[src/rtl/cmpev_pkg.sv]
// Package of constants and types for the comparator event and reference control block
package cmpev_pkg;

  // Register byte offsets on the APB bus
  localparam logic [7:0] CMPEV_CTRL_OFS = 8'h00;
  localparam logic [7:0] CMPEV_MASK_OFS = 8'h04;
  localparam logic [7:0] CMPEV_VREF_OFS = 8'h08;
  localparam logic [7:0] CMPEV_IRQ_STAT_OFS = 8'h0C;
  localparam logic [7:0] CMPEV_IRQ_MASK_OFS = 8'h10;

  // Comparator control field positions
  localparam int CMPEV_CTRL_EN_POS = 15;
  localparam int CMPEV_CTRL_OE_POS = 14;
  localparam int CMPEV_CTRL_INV_POS = 13;
  localparam int CMPEV_CTRL_EVT_POS = 9;
  localparam int CMPEV_CTRL_RES_POS = 8;
  localparam int CMPEV_CTRL_EDGE_POS = 6;
  localparam int CMPEV_CTRL_CREF_POS = 4;
  localparam int CMPEV_CTRL_CH_POS = 0;

  // Mask gating field positions
  localparam int CMPEV_MASK_BT_POS = 3;
  localparam int CMPEV_MASK_BN_POS = 2;
  localparam int CMPEV_MASK_AT_POS = 1;
  localparam int CMPEV_MASK_AN_POS = 0;

  // Reference control field positions
  localparam int CMPEV_VREF_SEL_POS = 10;
  localparam int CMPEV_VREF_BG_POS = 8;
  localparam int CMPEV_VREF_PWR_POS = 7;
  localparam int CMPEV_VREF_OE_POS = 6;
  localparam int CMPEV_VREF_RNG_POS = 5;
  localparam int CMPEV_VREF_TAP_POS = 0;

  // Writable bit masks and reset values
  localparam logic [15:0] CMPEV_CTRL_WMASK = 16'hE0D3;
  localparam logic [15:0] CMPEV_MASK_WMASK = 16'h000F;
  localparam logic [15:0] CMPEV_VREF_WMASK = 16'h07EF;
  localparam logic [15:0] CMPEV_REG_RST = 16'h0000;

  // Band-gap source codes
  localparam logic [1:0] CMPEV_BG_PIN = 2'b11;
  localparam logic [1:0] CMPEV_BG_INT = 2'b10;

  // Ladder tap scaling
  localparam int CMPEV_LADDER_HI_DIV = 24;
  localparam int CMPEV_LADDER_LO_DIV = 32;
  localparam int CMPEV_LADDER_LO_BASE = 8;

  // Event edge selections
  typedef enum logic [1:0] {
    CMPEV_EDGE_OFF = 2'b00,
    CMPEV_EDGE_RISE = 2'b01,
    CMPEV_EDGE_FALL = 2'b10,
    CMPEV_EDGE_BOTH = 2'b11
  } cmpev_edge_t;

  // Reference settings carried to the analog side
  typedef struct packed {
    logic reference_power_enable;
    logic reference_pin_drive_enable;
    logic reference_source_select;
    logic [1:0] bandgap_source_select;
    logic bandgap_valid;
    logic reference_range_select;
    logic [3:0] reference_tap_code;
    logic [5:0] ladder_tap_index;
  } cmpev_vref_t;

endpackage : cmpev_pkg

[src/rtl/cmpev_top.sv]
// Comparator event, output routing, blanking and reference control with APB slave
`timescale 1ns/10ps
`default_nettype none
module cmpev_top
  import cmpev_pkg::*;
(
  // Clock and reset
  input wire logic ref_clk_i,
  input wire logic rst_n_i,
  // APB slave
  input wire logic psel,
  input wire logic penable,
  input wire logic pwrite,
  input wire logic [7:0] paddr,
  input wire logic [31:0] pwdata,
  output logic [31:0] prdata,
  output logic pready,
  output logic pslverr,
  // Analog comparator and mask inputs
  input wire logic comparator_raw_i,
  input wire logic mask_a_input_i,
  input wire logic mask_b_input_i,
  // Port direction of the shared reference pin (1 = input)
  input wire logic port_direction_bit_i,
  input wire logic port_data_i,
  // Comparator output pin
  output logic comparator_pin_o,
  output logic comparator_pin_oe_n_o,
  // Reference pin drive
  output logic external_reference_pin_o,
  output logic external_reference_pin_oe_n_o,
  output logic reference_analog_drive_o,
  // Reference settings, gate output and event flag
  output cmpev_vref_t vref_o,
  output logic blank_o,
  output logic comparator_event_o,
  // Interrupt
  output logic irq_o
);

  // Register state
  logic [15:0] ctrl_q, ctrl_d;
  logic [15:0] mask_q, mask_d;
  logic [15:0] vref_q, vref_d;
  logic evt_q, evt_d;
  logic res_q, res_d;
  logic res_prev_q, res_prev_d;
  logic irq_stat_q, irq_stat_d;
  logic irq_mask_q, irq_mask_d;
  logic [31:0] prdata_q, prdata_d;
  logic slverr_q, slverr_d;
  logic wait_q, wait_d;

  logic wr_en, rd_en, hit, evt_fire, evt_clr;
  logic pol_res, rise, fall;
  cmpev_edge_t edge_sel;

  // One wait state: read data is registered in the first access cycle, ready in the second
  assign pready = wait_q;
  assign wr_en = psel & penable & pwrite & wait_q;
  assign rd_en = psel & penable & ~pwrite & ~wait_q;
  assign prdata = prdata_q;
  assign pslverr = psel & penable & ~hit & wait_q;

  // Address hit check shared by read and write
  function automatic logic addr_hit(input logic [7:0] a);
    addr_hit = (a == CMPEV_CTRL_OFS) || (a == CMPEV_MASK_OFS) || (a == CMPEV_VREF_OFS)
            || (a == CMPEV_IRQ_STAT_OFS) || (a == CMPEV_IRQ_MASK_OFS);
  endfunction : addr_hit

  assign hit = addr_hit(paddr);

  // Blanking gate and reference decode
  cmpev_mask_gate u_gate (
    .sel_i(mask_q[3:0]),
    .mask_a_input_i(mask_a_input_i),
    .mask_b_input_i(mask_b_input_i),
    .blank_o(blank_o)
  );

  cmpev_ref_ctrl u_ref (
    .vref_reg_i(vref_q),
    .vref_o(vref_o)
  );

  // Polarity-adjusted comparator result and edge detect
  always_comb
  begin
    pol_res = ctrl_q[CMPEV_CTRL_EN_POS]
            & (comparator_raw_i ^ ctrl_q[CMPEV_CTRL_INV_POS]);
    res_d = pol_res;
    res_prev_d = res_q;
    rise = res_q & ~res_prev_q;
    fall = ~res_q & res_prev_q;
    edge_sel = cmpev_edge_t'(ctrl_q[CMPEV_CTRL_EDGE_POS +: 2]);
    case (edge_sel)
      CMPEV_EDGE_RISE: evt_fire = rise;
      CMPEV_EDGE_FALL: evt_fire = fall;
      CMPEV_EDGE_BOTH: evt_fire = rise | fall;
      default: evt_fire = 1'b0;
    endcase
    evt_fire = evt_fire & ~evt_q & ctrl_q[CMPEV_CTRL_EN_POS];
  end

  // Event flag clear by writing zero to it in the control register
  assign evt_clr = wr_en && (paddr == CMPEV_CTRL_OFS) && !pwdata[CMPEV_CTRL_EVT_POS];

  // Register next values
  always_comb
  begin
    ctrl_d = ctrl_q;
    mask_d = mask_q;
    vref_d = vref_q;
    irq_mask_d = irq_mask_q;
    evt_d = evt_q;
    irq_stat_d = irq_stat_q;
    prdata_d = prdata_q;
    slverr_d = 1'b0;
    wait_d = psel & penable & ~wait_q;
    if (wr_en)
    begin
      if (paddr == CMPEV_CTRL_OFS)
        ctrl_d = pwdata[15:0] & CMPEV_CTRL_WMASK;
      else if (paddr == CMPEV_MASK_OFS)
        mask_d = pwdata[15:0] & CMPEV_MASK_WMASK;
      else if (paddr == CMPEV_VREF_OFS)
        vref_d = pwdata[15:0] & CMPEV_VREF_WMASK;
      else if (paddr == CMPEV_IRQ_STAT_OFS)
        irq_stat_d = irq_stat_q & ~pwdata[0];
      else if (paddr == CMPEV_IRQ_MASK_OFS)
        irq_mask_d = pwdata[0];
    end
    if (evt_clr)
      evt_d = 1'b0;
    // Set wins over a clear in the same cycle
    if (evt_fire)
    begin
      evt_d = 1'b1;
      irq_stat_d = 1'b1;
    end
    if (rd_en)
    begin
      if (paddr == CMPEV_CTRL_OFS)
        prdata_d = {16'h0000, ctrl_q | (16'h0001 << CMPEV_CTRL_EVT_POS) * 16'(evt_q)
                   | (16'h0001 << CMPEV_CTRL_RES_POS) * 16'(res_q)};
      else if (paddr == CMPEV_MASK_OFS)
        prdata_d = {16'h0000, mask_q};
      else if (paddr == CMPEV_VREF_OFS)
        prdata_d = {16'h0000, vref_q};
      else if (paddr == CMPEV_IRQ_STAT_OFS)
        prdata_d = {31'h00000000, irq_stat_q};
      else if (paddr == CMPEV_IRQ_MASK_OFS)
        prdata_d = {31'h00000000, irq_mask_q};
      else
        prdata_d = 32'h00000000;
    end
  end

  // State registers
  always_ff @(posedge ref_clk_i)
  begin
    if (!rst_n_i)
    begin
      ctrl_q <= CMPEV_REG_RST;
      mask_q <= CMPEV_REG_RST;
      vref_q <= CMPEV_REG_RST;
      evt_q <= 1'b0;
      res_q <= 1'b0;
      res_prev_q <= 1'b0;
      irq_stat_q <= 1'b0;
      irq_mask_q <= 1'b0;
      prdata_q <= 32'h00000000;
      slverr_q <= 1'b0;
      wait_q <= 1'b0;
    end
    else
    begin
      ctrl_q <= ctrl_d;
      mask_q <= mask_d;
      vref_q <= vref_d;
      evt_q <= evt_d;
      res_q <= res_d;
      res_prev_q <= res_prev_d;
      irq_stat_q <= irq_stat_d;
      irq_mask_q <= irq_mask_d;
      prdata_q <= prdata_d;
      slverr_q <= slverr_d;
      wait_q <= wait_d;
    end
  end

  // Output routing and reference pin override of the port direction
  always_comb
  begin
    comparator_pin_o = res_q;
    comparator_pin_oe_n_o = ~(ctrl_q[CMPEV_CTRL_OE_POS] & ctrl_q[CMPEV_CTRL_EN_POS]);
    reference_analog_drive_o = vref_o.reference_pin_drive_enable;
    external_reference_pin_o = vref_o.reference_pin_drive_enable ? 1'b0 : port_data_i;
    external_reference_pin_oe_n_o = vref_o.reference_pin_drive_enable ? 1'b1
                                  : port_direction_bit_i;
    comparator_event_o = evt_q;
    irq_o = irq_stat_q & irq_mask_q;
  end

  // Assertions
  a_mask_b_true: assert property (@(posedge ref_clk_i) disable iff (!rst_n_i)
    (mask_q[3:0] == 4'h8) |-> (blank_o == mask_b_input_i)) else $error("mask b true");
  a_mask_b_inv: assert property (@(posedge ref_clk_i) disable iff (!rst_n_i)
    (mask_q[3:0] == 4'h4) |-> (blank_o == !mask_b_input_i)) else $error("mask b inv");
  a_mask_a_true: assert property (@(posedge ref_clk_i) disable iff (!rst_n_i)
    (mask_q[3:0] == 4'h2) |-> (blank_o == mask_a_input_i)) else $error("mask a true");
  a_mask_a_inv: assert property (@(posedge ref_clk_i) disable iff (!rst_n_i)
    (mask_q[3:0] == 4'h1) |-> (blank_o == !mask_a_input_i)) else $error("mask a inv");
  a_ref_src_sel: assert property (@(posedge ref_clk_i) disable iff (!rst_n_i)
    vref_o.reference_source_select == vref_q[10]) else $error("ref select");
  a_bg_valid: assert property (@(posedge ref_clk_i) disable iff (!rst_n_i)
    vref_o.bandgap_valid == vref_q[9]) else $error("bandgap code");
  a_ref_power: assert property (@(posedge ref_clk_i) disable iff (!rst_n_i)
    $rose(vref_q[7]) |-> vref_o.reference_power_enable) else $error("ref power");
  a_pin_override: assert property (@(posedge ref_clk_i) disable iff (!rst_n_i)
    reference_analog_drive_o |-> external_reference_pin_oe_n_o) else $error("pin override");
  a_tap_hi: assert property (@(posedge ref_clk_i) disable iff (!rst_n_i)
    vref_q[5] |-> vref_o.ladder_tap_index == {vref_q[3:0], 2'b00}) else $error("tap hi");
  a_tap_lo: assert property (@(posedge ref_clk_i) disable iff (!rst_n_i)
    !vref_q[5] |-> vref_o.ladder_tap_index == 6'd24 + 6'd3 * {2'b00, vref_q[3:0]})
    else $error("tap lo");
  a_evt_sticky: assert property (@(posedge ref_clk_i) disable iff (!rst_n_i)
    evt_q && !evt_clr |=> evt_q) else $error("event flag lost");
  a_evt_irq: assert property (@(posedge ref_clk_i) disable iff (!rst_n_i)
    evt_fire |=> evt_q && irq_stat_q) else $error("event not flagged");
  a_cmp_off: assert property (@(posedge ref_clk_i) disable iff (!rst_n_i)
    !ctrl_q[15] |=> !res_q) else $error("disabled comparator active");

endmodule : cmpev_top
`default_nettype wire

[src/rtl/cmpev_mask_gate.sv]
// Blanking AND gate with selectable true or inverted mask inputs
`timescale 1ns/10ps
`default_nettype none
module cmpev_mask_gate
  import cmpev_pkg::*;
(
  // Gate selections
  input wire logic [3:0] sel_i,
  // Mask inputs
  input wire logic mask_a_input_i,
  input wire logic mask_b_input_i,
  // Gate output
  output logic blank_o
);

  // Unselected terms read as one so they drop out of the AND
  always_comb
  begin
    blank_o = (~sel_i[CMPEV_MASK_BT_POS] | mask_b_input_i)
            & (~sel_i[CMPEV_MASK_BN_POS] | ~mask_b_input_i)
            & (~sel_i[CMPEV_MASK_AT_POS] | mask_a_input_i)
            & (~sel_i[CMPEV_MASK_AN_POS] | ~mask_a_input_i)
            & (|sel_i); // No term chosen leaves the gate idle
  end

endmodule : cmpev_mask_gate
`default_nettype wire

[src/rtl/cmpev_ref_ctrl.sv]
// Reference ladder tap and source selection for the comparator reference
`timescale 1ns/10ps
`default_nettype none
module cmpev_ref_ctrl
  import cmpev_pkg::*;
(
  // Reference control register
  input wire logic [15:0] vref_reg_i,
  // Decoded settings
  output cmpev_vref_t vref_o
);

  // Tap index in 1/96 steps of the source: high range code*4, low range 24+code*3
  function automatic logic [5:0] tap_index(input logic rng, input logic [3:0] code);
    logic [5:0] c;
    c = {2'b00, code};
    if (rng)
      tap_index = 6'((96 / CMPEV_LADDER_HI_DIV) * c);
    else
      tap_index = 6'((96 * CMPEV_LADDER_LO_BASE) / CMPEV_LADDER_LO_DIV
                     + (96 / CMPEV_LADDER_LO_DIV) * c);
  endfunction : tap_index

  // Field decode
  always_comb
  begin
    vref_o.reference_power_enable = vref_reg_i[CMPEV_VREF_PWR_POS];
    vref_o.reference_pin_drive_enable = vref_reg_i[CMPEV_VREF_OE_POS]
                                      & vref_reg_i[CMPEV_VREF_PWR_POS];
    vref_o.reference_source_select = vref_reg_i[CMPEV_VREF_SEL_POS];
    vref_o.bandgap_source_select = vref_reg_i[CMPEV_VREF_BG_POS +: 2];
    vref_o.bandgap_valid = (vref_reg_i[CMPEV_VREF_BG_POS +: 2] == CMPEV_BG_PIN)
                         | (vref_reg_i[CMPEV_VREF_BG_POS +: 2] == CMPEV_BG_INT);
    vref_o.reference_range_select = vref_reg_i[CMPEV_VREF_RNG_POS];
    vref_o.reference_tap_code = vref_reg_i[CMPEV_VREF_TAP_POS +: 4];
    vref_o.ladder_tap_index = tap_index(vref_reg_i[CMPEV_VREF_RNG_POS],
                                        vref_reg_i[CMPEV_VREF_TAP_POS +: 4]);
  end

endmodule : cmpev_ref_ctrl
`default_nettype wire

[config.mk]
export PLATFORM = sky130hd
export DESIGN_NAME = cmpev_top
export DESIGN_NICKNAME = d
export VERILOG_FILES = /design/src/rtl/cmpev_pkg.sv /design/src/rtl/cmpev_top.sv /design/src/rtl/cmpev_mask_gate.sv /design/src/rtl/cmpev_ref_ctrl.sv
export SDC_FILE = /design/constraint.sdc
export NUM_CORES = 1
export LEC_CHECK = 0
export ABC_AREA = 1
export CORE_UTILIZATION = 31
export DETAILED_ROUTE_END_ITERATION = 7
export DONT_BUFFER_PORTS = 1
export PLACE_DENSITY = 0.53
export SYNTH_ARGS = -nofsm -noshare
export SYNTH_HDL_FRONTEND = slang
export SYNTH_SLANG_ARGS = --single-unit
[constraint.sdc]
create_clock -name ref_clk_i -period 4.1 [get_ports ref_clk_i]
set_clock_uncertainty 0.15 [all_clocks]
set_input_delay 0.205 -clock ref_clk_i [delete_from_list [all_inputs] [get_ports ref_clk_i]]
set_output_delay 0.205 -clock ref_clk_i [all_outputs]
set_load 0.02 [all_outputs]
# After elaboration in Yosys (flattened, before gate mapping)

Index checks and enable logic that the tools add are counted.

Flip-flop bits (word level): 60
Input bits: 50
Output and inout port bits: 59

Add/sub/neg operators: 1
Multipliers: 1
Equality and inequality tests: 12
Mux-type cells: 17
Bitwise gates (word level): 48
Reductions and logical operators: 17

Operator list:

| cell                                                | number |
|---|---|
| two-way mux 11 bit                                  | 2 |
| AND 1 bit                                           | 21 |
| NOT 1 bit                                           | 18 |
| equality test 8 x 4 -> 1 bit, second input constant | 2 |
| two-way mux 16 bit                                  | 1 |
| bitwise OR 16 x 10 -> 16 bit                        | 1 |
| bitwise OR 16 x 9 -> 16 bit                         | 1 |
| two-way mux 1 bit                                   | 12 |
| equality test 2 bit, second input constant          | 4 |
| equality test 8 x 3 -> 1 bit, second input constant | 1 |
| equality test 8 x 5 -> 1 bit, second input constant | 1 |
| logical NOT 8 bit                                   | 1 |
| adder 5 x 6 -> 6 bit, first input constant          | 1 |
| multiplier 2 x 4 -> 6 bit, first input constant     | 1 |
| two-way mux 6 bit                                   | 1 |
| inequality test 2 bit, second input constant        | 3 |
| bitwise OR 1 bit                                    | 6 |
| AND reduction 6 bit                                 | 1 |
| nonzero test 2 bit                                  | 3 |
| AND reduction 5 bit                                 | 1 |
| logical OR 1 bit                                    | 4 |
| AND reduction 4 bit                                 | 1 |
| OR reduction 4 bit                                  | 1 |
| case mux 1 bit (3 select lines)                     | 1 |
| other kinds (6)                                     | 7 |

# Longest topological paths before layout

Depth after elaboration: 8
Gate-level depth with buffers: 9

# Cells and area by module

Synthesis repeated with hierarchy kept, for this count alone.

Cell total of the unflattened synthesis: 346
Area total of the unflattened synthesis: 2442.3 sq um

Modules (own cells, without submodules):

| module          | times used | cells an instance | area an instance (sq um) |
|---|---|---|---|
| cmpev_top       | 1          | 287               | 2098.3 |
| cmpev_ref_ctrl  | 1          | 43                | 281.5 |
| cmpev_mask_gate | 1          | 16                | 62.6 |

# Least setup slack after synthesis

No wires, ideal clock.

Path type: flip-flop to output port
Start: reg vref_q[2]
End: out vref_o[3] (netlist bit)
Data arrival time: 1.858 ns
Setup slack: 1.887 ns
Cell stages (with the launch flop): 6
Path buffers: 0
Cells stage by stage: dfxtp_1 -> ha_1 -> ha_1 -> inv_1 -> fa_1 -> o21ai_0

RTL lines:

| element                | RTL line         | source |
|---|---|---|
| from (decl)            | cmpev_top.sv:44  | `logic [15:0] vref_q, vref_d;` |
| from (signal assigned) | cmpev_top.sv:180 | `vref_q <= vref_d;` |
| to (decl)              | cmpev_top.sv:34  | `output cmpev_vref_t vref_o,` |

==> results.ini <==
[power_and_ir_drop]
ir_drop_mv = 0.143
cellLeakagePower_nw = 1.10
p_sw_mw = 0.193
combPwrFrac_pct = 6.7
p_sw_share_pct = 22.3
intPower_mw = 0.672
seqPwrFrac_pct = 47.8
power_density_mw_per_mm2 = 340
clkPwrFrac_pct = 45.5

[layout]
nets = 390
synthToLayoutAreaGrowth_pct = 10.6
drive_above_1_share_pct = 6.93
fin_util_pct = 35.2
fillers = 810
multi_input_area_mm2 = 0.00112
regArea_um2 = 841
diodes = 0
fin_cells = 431

[placement]
preCtsSetupSlack_ps = 1600
placed_cells = 406
gp_congestion = 0.811
port_buffers = 0
dp_hpwl_um = 4010

[yosys]
synthCells = 328
async_flop_share_pct = 0
synth_area_mm2 = 0.00230
yosysWarnings = 0
synth.area.top_cells = dfxtp_1 (37%), nand2_1 (10%), buf_4 (9.5%), nor2_1 (7.7%), inv_1 (5.1%)
seq_area_frac_synth_pct = 36.6
yosysTopAreaCell = dfxtp_1
synth-main-ff-cell = dfxtp_1
ys_seq_elements = 42
synth_area_per_cell_um2 = 7.01
yosysMostFrequentCell = nand2_1
synth_commonest_cells = nand2_1 (63), nor2_1 (47), dfxtp_1 (42)
synth_cell_types = 31
synth_edf_count = 0
synth_top_area_share_pct = 36.6

[sta]
slew_headroom_pct = 32.1
min_period_ps = 2800
hold_viol_final = 0
setup_viol = 0
timing.fmax_mhz = 357
period_share_pct = 68.3
fin_ws_ps = 1300
worst-slew-pin-transition_ps = 1020
slew_violations = 0
setup-tns-final_ps = 0
rsz0062_at_grt = false

[worst_setup_path]
cp_slowest_cell = dfxtp_1
r2r_cells = 7
cp_num_cells = 5
crit_fanout = 8
critical_path_arrival_ps = 2450
crit_chain = ha_1 -> ha_1 -> inv_1 -> fa_1 -> o21ai_0
path_buf_inv = 1
cpLargestDelayFamily = adder cells
worstSetupStartpointType = register
crit_path_end_kind = primary output
cpPeakStageDelay_ps = 610
required_ps = 3740
criticalPathCategory = register to primary output
crit_top_cell = ha_1

[clock_tree]
worstSkewPairLatency_ps = 300
clockRootBuffer = clkbuf_8
clockBufferDepth = 2
clk_pin_slew_ps = 80
clkSinkCount = 42
numCtsBuffers = 5
cts_max_level = 2
cts_setup_buffers = 0
cts_tree = done

[grt]
grtUsageTotal_pct = 14.8
grt_pass1_vias = 1774
grt_pass1_wl_um = 8650
grt_start_max_net_pins = 30
antenna_found_initial = 0
grt_overflow_total = 0

[floorplan]
ios = 109
die_h_um = 88.1
core_mm2 = 0.00721
start_util_pct = 31.9
die_x_um = 88.1
rows = 31
die_area_mm2 = 0.00776

[job]
maxCapViolCount = 0

[hold_path]
hold_path_depth = 2
hold_path.class = primary input to register

[detailed_routing]
routed_wl_um = 5490
wl_per_cell_um = 12.7
drc_errors = 0
drt-initial-drc-count = 69
drt_first_pass_iters = 4
via_per_inst = 4.46
drtAntennaViolNets = 0
route.vias.total = 1923

[run_status]
status = completed

kinds of logic (layout without fill, tap and decap cells):
group / after synthesis / after routing / share of synthesized area, %
AO/OA/AOI/OAI: 56 / 56 / 13.7
multiplexers: 1 / 1 / 0.436
buffers and inverters: 79 / 66 / 17.6
other: 1 / 18 / 0.163
AND/OR/NAND/NOR: 137 / 137 / 24.8
XOR/XNOR: 3 / 3 / 1.14
flip-flops: 42 / 42 / 36.6
adder cells (fa/ha/maj): 9 / 9 / 5.55
registers in the layout (all words and copies together) (netlist names):
| signal | cells |
|---|---|
| prdata | 14 |
| vref_q | 10 |
| ctrl_q | 8 |
| mask_q | 4 |
| comparator_event_o | 1 |
| comparator_pin_o | 1 |
| irq_mask_q | 1 |
| irq_stat_q | 1 |
| pready | 1 |
| res_prev_q | 1 |
power groups by stage:
stage          Clock [mW]  Combinational (mW)  Sequential, mW
2_1_floorplan           0              0.0508           0.422
3_3_place_gp            0              0.0391           0.423
3_5_place_dp            0              0.0394           0.423
4_1_cts             0.406              0.0580           0.414
5_1_grt             0.422              0.0642           0.414
6_report            0.394              0.0576           0.413
final cells by class:
class                           instances  area share [%]
Clock inverter                          3            2.71
Tap cell                               99            4.87
Sequential cell                        42            33.1
Multi-Input combinational cell        224            43.9
Inverter                               41            6.05
Timing Repair Buffer                   17            6.69
Clock buffer                            5            2.71
path summary, 6_finish.rpt:
kind	start	slack (ps)	end
max	vref_q[2]	1300	vref_o[3]
min	pwdata[0]	10	mask_q[0]
max reg2reg	pready	1790	prdata[9]
min reg2reg	ctrl_q[4]	320	prdata[4]
metal layers:
layer | vias up | track usage [%] | wire [µm]
met2 | 59 | 26.1 | 2600
met5 | - | 0 | 0
met4 | 0 | 3.96 | 41
met1 | 856 | 17.8 | 2490
li1 | 1002 | - | -
met3 | 6 | 3.86 | 351
cells in the final DEF, fill, tap and decap left out:
cell type      Yosys  routed
ha_1               7       7
inv_1             31      31
nand3_1           16      16
inv_2              9       9
nand4_1            1       1
nor2_4             1       1
nor3_2             2       2
mux2i_1            1       1
clkinv_1           1       1
o31ai_1            1       1
o211ai_1           2       2
dfxtp_1           42      42
a211oi_1           2       2
a211oi_2           2       2
dlygate4sd3_1      0      17
bufinv_16          0       2
o21ai_1            8       8
nand2_1           63      63
o21bai_1           1       1
fa_1               2       2
nor2_1            47      47
o221ai_1           1       1
clkinv_4           0       1
nor4_1             1       1
o21ai_0           22      22
xor2_1             1       1
or2_2              1       1
nor3b_1            1       1
xnor2_1            2       2
clkbuf_8           0       5
a21oi_1           17      17
nor3_1             4       4
conb_1             1      18
what timing repair did:
item | 4_1_cts | 5_1_grt
endpoints found under the hold margin | 34 | 0
resized for setup | 0 | 0
hold buffers | 17 | 0
worst register-to-register path: cells and delay by family (launching register included):
kind,cells,cell delay (ps)
simple gates,4,1320
flops,1,440
buf+inv,2,290
compound gates,1,60
through the flow:
| step | area, µm² | power, mW | hold slack [ps] |
|---|---|---|---|
| detailed placement | 2230 | 0.462 | 161 |
| CTS | 2540 | 0.877 | 11.5 |
| global route | 2540 | 0.900 | 36.9 |
| floorplan | 2360 | 0.473 | 190 |
| global placement | 2230 | 0.462 | 159 |
| finish | 2540 | 0.864 | 14.7 |
No activity file was read; power rests on OpenSTA's default activity.
